--- src/lpe_pkg.sv ---
// constants, types and register layout of the line path enable register bank
package lpe_pkg;

    localparam int CHANNELS = 3;
    localparam int DATA_W = 8;
    localparam int ADDR_W = 6;
    localparam int SYNC_STAGES = 3;
    localparam int CNT_W = 5;

    // register offsets on the serial port
    localparam logic [ADDR_W-1:0] ADDR_PATH_ENABLE = 6'h00;
    localparam logic [ADDR_W-1:0] ADDR_INT_GATE = 6'h20;

    // field positions inside the path enable register
    localparam int RX_ON_LSB = 4;
    localparam int TX_ON_LSB = 0;

    // writable bits and reset values
    localparam logic [DATA_W-1:0] PATH_ENABLE_MASK = 8'h77;
    localparam logic [DATA_W-1:0] INT_GATE_MASK = 8'h07;
    localparam logic [DATA_W-1:0] PATH_ENABLE_RESET = 8'h00;
    localparam logic [DATA_W-1:0] INT_GATE_RESET = 8'h00;
    localparam logic [DATA_W-1:0] READ_ZERO = 8'h00;

    // serial frame layout, counted in sclk rising edges
    localparam logic [CNT_W-1:0] BIT_RW = 5'h00;
    localparam logic [CNT_W-1:0] BIT_DUMMY = 5'h07;
    localparam logic [CNT_W-1:0] BIT_LAST = 5'h0F;
    localparam logic [CNT_W-1:0] BIT_DONE = 5'h10;
    localparam logic [CNT_W-1:0] CNT_ONE = 5'h01;

    // frame engine states
    typedef enum logic [2:0] {
        ST_IDLE = 3'b001,
        ST_HEAD = 3'b010,
        ST_DATA = 3'b100
    } lpe_state_e;

    // serial port input pins, carried together
    typedef struct packed {
        logic cs_n;
        logic sclk;
        logic sdi;
    } lpe_cpu_pins_s;

endpackage

--- src/lpe_line_path_enable_regs.sv ---
// global path enable and channel interrupt gate registers behind the serial port
`timescale 1ns/1ps
`default_nettype none
module lpe_line_path_enable_regs (
    input wire logic clk,
    input wire logic rst,
    input wire lpe_pkg::lpe_cpu_pins_s cpu_pins,
    output var logic sdo,
    output var logic sdo_oe_n,
    input wire logic [lpe_pkg::CHANNELS-1:0] transmit_driver_on,
    input wire logic [lpe_pkg::CHANNELS-1:0] tx_pos_data,
    input wire logic [lpe_pkg::CHANNELS-1:0] tx_neg_data,
    output var logic [lpe_pkg::CHANNELS-1:0] tx_line_positive,
    output var logic [lpe_pkg::CHANNELS-1:0] tx_line_negative,
    output var logic [lpe_pkg::CHANNELS-1:0] tx_line_oe_n,
    output var logic [lpe_pkg::CHANNELS-1:0] receive_section_on,
    input wire logic [lpe_pkg::CHANNELS-1:0] chan_int_src,
    output var logic [lpe_pkg::CHANNELS-1:0] chan_int_out,
    output var logic int_n
);
    import lpe_pkg::*;

    localparam int PIN_W = $bits(lpe_cpu_pins_s) + CHANNELS;
    localparam logic [PIN_W-1:0] PIN_RESET = {3'b110, {CHANNELS{1'b0}}};

    // read mux, shared by the frame engine at the dummy bit
    function automatic logic [DATA_W-1:0] read_value(input logic [ADDR_W-1:0] a,
                                                     input logic [DATA_W-1:0] path,
                                                     input logic [DATA_W-1:0] gate);
        logic [DATA_W-1:0] v;
        v = READ_ZERO;
        if (a == ADDR_PATH_ENABLE) begin
            v = path;
        end else if (a == ADDR_INT_GATE) begin
            v = gate;
        end
        return v;
    endfunction

    lpe_cpu_pins_s pins_f;
    logic [CHANNELS-1:0] txen_f;
    logic [PIN_W-1:0] pins_sync;

    // chip select idles high; sclk idles high so no false edge at reset
    lpe_sync #(
        .WIDTH(PIN_W),
        .RESET_VALUE(PIN_RESET)
    ) u_pin_sync (
        .clk(clk),
        .rst(rst),
        .async_in({cpu_pins, transmit_driver_on}),
        .sync_out(pins_sync)
    );

    assign pins_f = pins_sync[PIN_W-1:CHANNELS];
    assign txen_f = pins_sync[CHANNELS-1:0];

    // serial frame engine
    lpe_state_e state;
    lpe_state_e next_state;
    logic [CNT_W-1:0] cnt;
    logic [CNT_W-1:0] next_cnt;
    logic [ADDR_W-1:0] addr;
    logic [ADDR_W-1:0] next_addr;
    logic rw;
    logic next_rw;
    logic [DATA_W-1:0] shift;
    logic [DATA_W-1:0] next_shift;
    logic sclk_q;
    logic next_sdo;
    logic next_sdo_oe_n;
    logic wr_stb;
    logic [DATA_W-1:0] wr_data;
    logic sclk_rise;
    logic sclk_fall;

    logic [DATA_W-1:0] path_enable;
    logic [DATA_W-1:0] int_gate;

    assign sclk_rise = pins_f.sclk & ~sclk_q;
    assign sclk_fall = ~pins_f.sclk & sclk_q;

    // frame: read flag, six address bits lsb first, dummy, eight data bits lsb first
    always_comb begin
        next_state = state;
        next_cnt = cnt;
        next_addr = addr;
        next_rw = rw;
        next_shift = shift;
        next_sdo = sdo;
        next_sdo_oe_n = 1'b1;
        wr_stb = 1'b0;
        wr_data = {pins_f.sdi, shift[DATA_W-1:1]};
        unique case (state)
            ST_IDLE: begin
                if (!pins_f.cs_n) begin
                    next_state = ST_HEAD;
                    next_cnt = BIT_RW;
                end
            end
            ST_HEAD: begin
                if (sclk_rise) begin
                    if (cnt == BIT_RW) begin
                        next_rw = pins_f.sdi;
                    end else if (cnt < BIT_DUMMY) begin
                        next_addr = {pins_f.sdi, addr[ADDR_W-1:1]};
                    end else begin
                        // read data captured here so it is stable for the whole byte
                        next_state = ST_DATA;
                        next_shift = read_value(addr, path_enable, int_gate);
                    end
                    next_cnt = cnt + CNT_ONE;
                end
            end
            ST_DATA: begin
                next_sdo_oe_n = ~rw;
                if (rw && sclk_fall && cnt != BIT_DONE) begin
                    next_sdo = shift[0];
                    next_shift = {1'b0, shift[DATA_W-1:1]};
                end
                if (sclk_rise && cnt != BIT_DONE) begin
                    if (!rw) begin
                        next_shift = wr_data;
                        wr_stb = (cnt == BIT_LAST);
                    end
                    next_cnt = cnt + CNT_ONE;
                end
            end
            default: begin
                next_state = ST_IDLE;
            end
        endcase
        // raising chip select aborts any frame; a short write never commits
        if (pins_f.cs_n) begin
            next_state = ST_IDLE;
            next_sdo_oe_n = 1'b1;
            wr_stb = 1'b0;
        end
    end

    always_ff @(posedge clk) begin
        if (rst) begin
            state <= ST_IDLE;
            cnt <= BIT_RW;
            addr <= '0;
            rw <= 1'b0;
            shift <= '0;
            sclk_q <= 1'b1;
            sdo <= 1'b0;
            sdo_oe_n <= 1'b1;
        end else begin
            state <= next_state;
            cnt <= next_cnt;
            addr <= next_addr;
            rw <= next_rw;
            shift <= next_shift;
            sclk_q <= pins_f.sclk;
            sdo <= next_sdo;
            sdo_oe_n <= next_sdo_oe_n;
        end
    end

    // register bank
    logic [DATA_W-1:0] next_path_enable;
    logic [DATA_W-1:0] next_int_gate;

    // reserved bits are masked so they always read zero
    always_comb begin
        next_path_enable = path_enable;
        next_int_gate = int_gate;
        if (wr_stb && addr == ADDR_PATH_ENABLE) begin
            next_path_enable = wr_data & PATH_ENABLE_MASK;
        end
        if (wr_stb && addr == ADDR_INT_GATE) begin
            next_int_gate = wr_data & INT_GATE_MASK;
        end
    end

    always_ff @(posedge clk) begin
        if (rst) begin
            path_enable <= PATH_ENABLE_RESET;
            int_gate <= INT_GATE_RESET;
        end else begin
            path_enable <= next_path_enable;
            int_gate <= next_int_gate;
        end
    end

    // channel outputs
    logic [CHANNELS-1:0] next_rx_on;
    logic [CHANNELS-1:0] drive_en;
    logic [CHANNELS-1:0] next_tx_pos;
    logic [CHANNELS-1:0] next_tx_neg;
    logic [CHANNELS-1:0] next_tx_oe_n;
    logic [CHANNELS-1:0] next_chan_int;

    // driver needs both the software bit and the pin; an idle driver also holds zero data
    always_comb begin
        next_rx_on = path_enable[RX_ON_LSB +: CHANNELS];
        drive_en = path_enable[TX_ON_LSB +: CHANNELS] & txen_f;
        next_tx_oe_n = ~drive_en;
        next_tx_pos = tx_pos_data & drive_en;
        next_tx_neg = tx_neg_data & drive_en;
        next_chan_int = chan_int_src & int_gate[CHANNELS-1:0];
    end

    always_ff @(posedge clk) begin
        if (rst) begin
            receive_section_on <= '0;
            tx_line_oe_n <= '1;
            tx_line_positive <= '0;
            tx_line_negative <= '0;
            chan_int_out <= '0;
            int_n <= 1'b1;
        end else begin
            receive_section_on <= next_rx_on;
            tx_line_oe_n <= next_tx_oe_n;
            tx_line_positive <= next_tx_pos;
            tx_line_negative <= next_tx_neg;
            chan_int_out <= next_chan_int;
            int_n <= ~|next_chan_int;
        end
    end
endmodule
`default_nettype wire

--- src/lpe_sync.sv ---
// three-stage input synchroniser with agreement filter
`timescale 1ns/1ps
`default_nettype none
module lpe_sync #(
    parameter int WIDTH = 1,
    parameter logic [WIDTH-1:0] RESET_VALUE = '0
) (
    input wire logic clk,
    input wire logic rst,
    input wire logic [WIDTH-1:0] async_in,
    output var logic [WIDTH-1:0] sync_out
);
    logic [WIDTH-1:0] stage1;
    logic [WIDTH-1:0] stage2;
    logic [WIDTH-1:0] stage3;
    logic [WIDTH-1:0] next_sync_out;

    // a bit moves only once stages two and three agree; stage one feeds stage two alone
    always_comb begin
        for (int i = 0; i < WIDTH; i++) begin
            next_sync_out[i] = (stage2[i] == stage3[i]) ? stage3[i] : sync_out[i];
        end
    end

    always_ff @(posedge clk) begin
        if (rst) begin
            stage1 <= RESET_VALUE;
            stage2 <= RESET_VALUE;
            stage3 <= RESET_VALUE;
            sync_out <= RESET_VALUE;
        end else begin
            stage1 <= async_in;
            stage2 <= stage1;
            stage3 <= stage2;
            sync_out <= next_sync_out;
        end
    end
endmodule
`default_nettype wire
--- config.mk ---
export PLATFORM = sky130hd
export DESIGN_NAME = lpe_line_path_enable_regs
export DESIGN_NICKNAME = d
export VERILOG_FILES = /design/src/lpe_pkg.sv /design/src/lpe_line_path_enable_regs.sv /design/src/lpe_sync.sv
export SDC_FILE = /design/constraint.sdc
export NUM_CORES = 1
export LEC_CHECK = 0
export BUFFER_PORTS_ARGS = -buffer_cell sky130_fd_sc_hd__buf_2
export CORE_MARGIN = 1.5
export CORE_UTILIZATION = 61
export CTS_CLUSTER_SIZE = 24
export DETAILED_ROUTE_END_ITERATION = 12
export GPL_ROUTABILITY_DRIVEN = 0
export GPL_TIMING_DRIVEN = 0
export MAX_ROUTING_LAYER = met4
export PLACE_DENSITY = 0.89
export RECOVER_POWER = 50
export SYNTH_ARGS = -nofsm -noshare
export SYNTH_HDL_FRONTEND = slang
export SYNTH_SLANG_ARGS = --single-unit
export TNS_END_PERCENT = 1
--- constraint.sdc ---
create_clock -name clk -period 6.5 [get_ports clk]
set_input_delay 0.975 -clock clk [delete_from_list [all_inputs] [get_ports clk]]
set_output_delay 0.975 -clock clk [all_outputs]
set_load 0.005 [all_outputs]
==> summary.md <==
| Metric | Value |
|---|---|
| Mapped Avg Cell Area | 9.770 sq um |
| Total detailed-routing wirelength | 6.177 mm |
| Via density per instance | 5.850 |
| Dominant register cell in the synthesized netlist | sky130_fd_sc_hd__dfxtp_1 |
| Adder-cell area share of the yosys netlist | 1.289% |
| Number of global-route vias before repair | 2231 |
| CP Launch Type | flop |
| Diodes inserted | 0 |
| Transition at the pin with the smallest max-transition slack | 0.7855 ns |
| Total negative setup slack | 0 ns |
| Buffer cell driving the clock tree root | sky130_fd_sc_hd__clkbuf_8 |
| Cell types with the highest counts after synthesis | sky130_fd_sc_hd__dfxtp_1, sky130_fd_sc_hd__nand2_1, sky130_fd_sc_hd__nor2b_1 |
| Total routing usage reported by global routing | 26.10% |
| Final min period | 2.381 ns |
| Slowest stage delay, CP | 0.52 ns |
| CTS sink count | 75 |
| Power density over cell area | 264.1 nW/um^2 |
| I/O pin count | 35 |
| Result of the run | completed |
| Final Hold Fails | 0 |
| Die boundary height | 72.09 microns |
| Critical path's slowest cell | sky130_fd_sc_hd__or4b_4 |
| Cell-by-cell trace of the critical path | ha_1 -> and3_1 -> ha_1 -> or4b_4 -> nor3_2 -> mux2_2 |
| Seq/Total Area, Yosys | 51.57% |
| Cells resized by post-CTS repair | 0 |
| Area fraction of the dominant cell type after synthesis | 51.57% |
| Remaining DRCs | 0 |
| CTS Hold Bufs | 0 |
| Fraction of the mapped netlist area in compound gates | 10.79% |
| Hold Crit Class | reg2reg |
| Fraction of final layout cells with drive strength greater than 1 | 17.29% |
| Initial antenna violation count | 0 |
| Nature of the critical path endpoint | flop |
| Post-synthesis cell area | 2912 sq um |
| Detailed placement HPWL | 4.075 mm |
| Overall via count from detail_route | 2334 |
| Die ar. | 5196 sq um |
| Number of nets in the final layout | 363 |
| Peak fanout along the critical path | 6 |
| Required time at the endpoint of the critical path | 6.73 ns |
| Post-Synth XOR/XNOR Area | 0.6016% |
| Max-cap violations | 0 |
| First-pass GRT wire length | 9.991 mm |
| Ys async rst share | 0% |
| Clock insertion delay at the later pin of the skew report | 0.35 ns |
| Leading cell types by total area after synthesis | sky130_fd_sc_hd__dfxtp_1, sky130_fd_sc_hd__mux2i_1, sky130_fd_sc_hd__nor2b_1, sky130_fd_sc_hd__nand2_1, sky130_fd_sc_hd__mux2_2 |
| # placed instances | 384 |
| Critical path class | reg2reg |
| Library cell with the highest instance count after synthesis | sky130_fd_sc_hd__dfxtp_1 |
| Maximum vdd drop | 0.0002174 V |
| Setup repair after global routing missed its margin | no |
| R2R depth | 6 |
| Buffers from clock root to sink, at most | 2 |
| Number of distinct library cell variants in the gate-level netlist after synthesis | 48 |
| P_leak | 0.001220 uW |
| Post-Route Skew | 0.01076 ns |
| Num rows | 24 |
| Final std cells w/o fill | 399 |
| Cell taking the most area after synthesis | sky130_fd_sc_hd__dfxtp_1 |
| Worst R2R End | path_enable[6]$_SDFFE_PP0P_ |
| Cell count after synthesis | 298 |
| Relative slew slack | 46.90% |
| Number of detailed-routing iterations run before antenna repair | 5 |
| Arrival time of the worst setup path | 2.61 ns |
| Wirelength per Cell | 15.48 microns |
| Core ar. | 4474 sq um |
| Achievable frequency | 420.0 MHz |
| Largest net degree at the start of global routing | 13 |
| Warnings, synthesis | 0 |
| CTS HTree Levels | 3 |
| GR Overflow Total | 0 |
| Synth Register Bits | 75 |
| Worst Hold Launch | u_pin_sync.stage1[5]$_SDFF_PP1_ |
| Origin of the critical flop-to-flop path | cnt[0]$_SDFFE_PP0P_ |
| Fraction of synthesized area in multiplexers | 8.896% |
| Worst Hold End | u_pin_sync.stage2[5]$_SDFF_PP1_ |
| Total setup violations reported at the end of the flow | 0 |
| Layout overhead on the synthesized area | 15.21% |
| Number of setup buffers added after CTS | 0 |
| First-iteration detailed-routing DRC count | 177 |
| Synthesized net count | 318 |
| Total CTS buffers | 9 |
| Die width | 72.09 microns |
| Setup slack on the worst flop-to-flop path | 4.12 ns |
| Worst slack, placed | 3.898 ns |
| Period utilisation layout | 36.63% |
| Clk pin slew, worst setup/hold paths | 0.07 ns |
| Post-route antenna net violation count | 0 |
| Number of enable-type register cells in the synthesized netlist | 0 |
| Hold path depth | 1 |
| Effective utilization at floorplan | 65.07% |
| Combinational family with the most area after synthesis | simple AND/OR/NAND/NOR gates |
| Total of buffers placed on input and output ports | 34 |
| Total count of max-transition violations in the final report | 0 |
| Share of synthesized cell area in and, or, nand and nor gates | 23.33% |
| Worst hold slack across all endpoints | 0.4124 ns |
| Min setup slack post-route | 4.119 ns |
| Dominant cell type by count on the critical path | sky130_fd_sc_hd__ha_1 |
| Clock tree from TritonCTS | done |
-- metal layers --
metal	wire length (microns)	track usage, %	vias to the layer above	part of all wire (%)
li1	-	-	1132	-
met1	2559	29.59	1099	41
met2	3102	42.18	81	50
met3	343	8.194	22	5.6
met4	172	12.16	0	2.8
met5	0	-	-	0
-- kinds of logic after synthesis --
logic type,Yosys count
multiplexers,25
AND/OR/NAND/NOR,117
AO/OA/AOI/OAI,49
flip-flops,75
XOR/XNOR,2
buffers and inverters,27
adder cells (fa/ha/maj),3
-- state kept, by name, summed over array words and instances, names as in the netlist --
name	cells
sclk_q	1
addr	6
cnt	5
shift	8
int_gate	3
tx_line_negative	3
sdo	1
chan_int_out	3
u_pin_sync.stage1	6
path_enable	6
tx_line_positive	3
tx_line_oe_n	3
rw	1
u_pin_sync.sync_out	6
u_pin_sync.stage3	6
state	3
receive_section_on	3
u_pin_sync.stage2	6
sdo_oe_n	1
int_n	1
-- worst max-delay path by stage --
stage / cells after the start / to / start / slack (ns)
after floorplan: 4 / path_enable[4]$_SDFFE_PP0P_ / addr[0]$_SDFFE_PP0P_ / 4.45
after global placement: 5 / shift[0]$_SDFFE_PP0P_ / rst / 3.91
after detailed placement: 5 / shift[0]$_SDFFE_PP0P_ / rst / 3.90
after CTS: 6 / path_enable[6]$_SDFFE_PP0P_ / cnt[0]$_SDFFE_PP0P_ / 4.16
after global routing: 5 / path_enable[6]$_SDFFE_PP0P_ / state[1]$_SDFFE_PP0P_ / 4.01
final: 6 / path_enable[6]$_SDFFE_PP0P_ / cnt[0]$_SDFFE_PP0P_ / 4.12
-- worst max-delay path: cells and delay by family (launching register included) --
family | cells | cell delay [ns]
muxes | 1 | 0.39
DFF | 1 | 0.43
and+or+nand+nor | 3 | 1.01
adders and majority gates | 2 | 0.43
-- cells in the final DEF, fill, tap and decap left out, types with 5 or more instances in the layout --
cell / netlist / routed
sky130_fd_sc_hd__dfxtp_1: 75 / 75
sky130_fd_sc_hd__clkbuf_1: 13 / 27
sky130_fd_sc_hd__nand2_1: 22 / 22
sky130_fd_sc_hd__buf_2: 1 / 21
sky130_fd_sc_hd__nor2b_1: 19 / 19
sky130_fd_sc_hd__mux2i_1: 18 / 18
sky130_fd_sc_hd__nor2_1: 18 / 18
sky130_fd_sc_hd__a21oi_1: 13 / 13
sky130_fd_sc_hd__inv_1: 11 / 11
sky130_fd_sc_hd__clkbuf_8: 0 / 11
sky130_fd_sc_hd__nand3_1: 10 / 10
sky130_fd_sc_hd__or2_2: 9 / 9
sky130_fd_sc_hd__o21ai_0: 9 / 9
sky130_fd_sc_hd__and3_1: 7 / 7
sky130_fd_sc_hd__mux2_2: 7 / 7
sky130_fd_sc_hd__and2_1: 6 / 6
sky130_fd_sc_hd__nor3_1: 5 / 5
-- where the power goes --
part           total [uW]  internal [uW]  switching [uW]
Sequential            465            464            1.75
Clock                 403            235             168
Combinational        17.5           7.18            10.4
-- per-stage QoR --
step | utilization [%] | power (uW) | area (sq um)
5_1_grt | 74.97 | 913.2 | 3354
3_3_place_gp | 70.33 | 492.9 | 3147
6_report | 74.97 | 886.0 | 3354
3_5_place_dp | 70.33 | 493.7 | 3147
2_1_floorplan | - | 485.0 | 2912
4_1_cts | 75.36 | 890.0 | 3372
-- area by class of cell --
class | instances | area [sq um]
Buffer | 15 | 57.56
Clock buffer | 11 | 151.4
Clock inverter | 4 | 73.82
Fill cell | 312 | 1120
Inverter | 12 | 45.04
Multi-Input combinational cell | 196 | 1308
Sequential cell | 75 | 1501
Tap cell | 52 | 65.06
Timing Repair Buffer | 34 | 152.6
No activity file was read; power rests on OpenSTA's default activity.
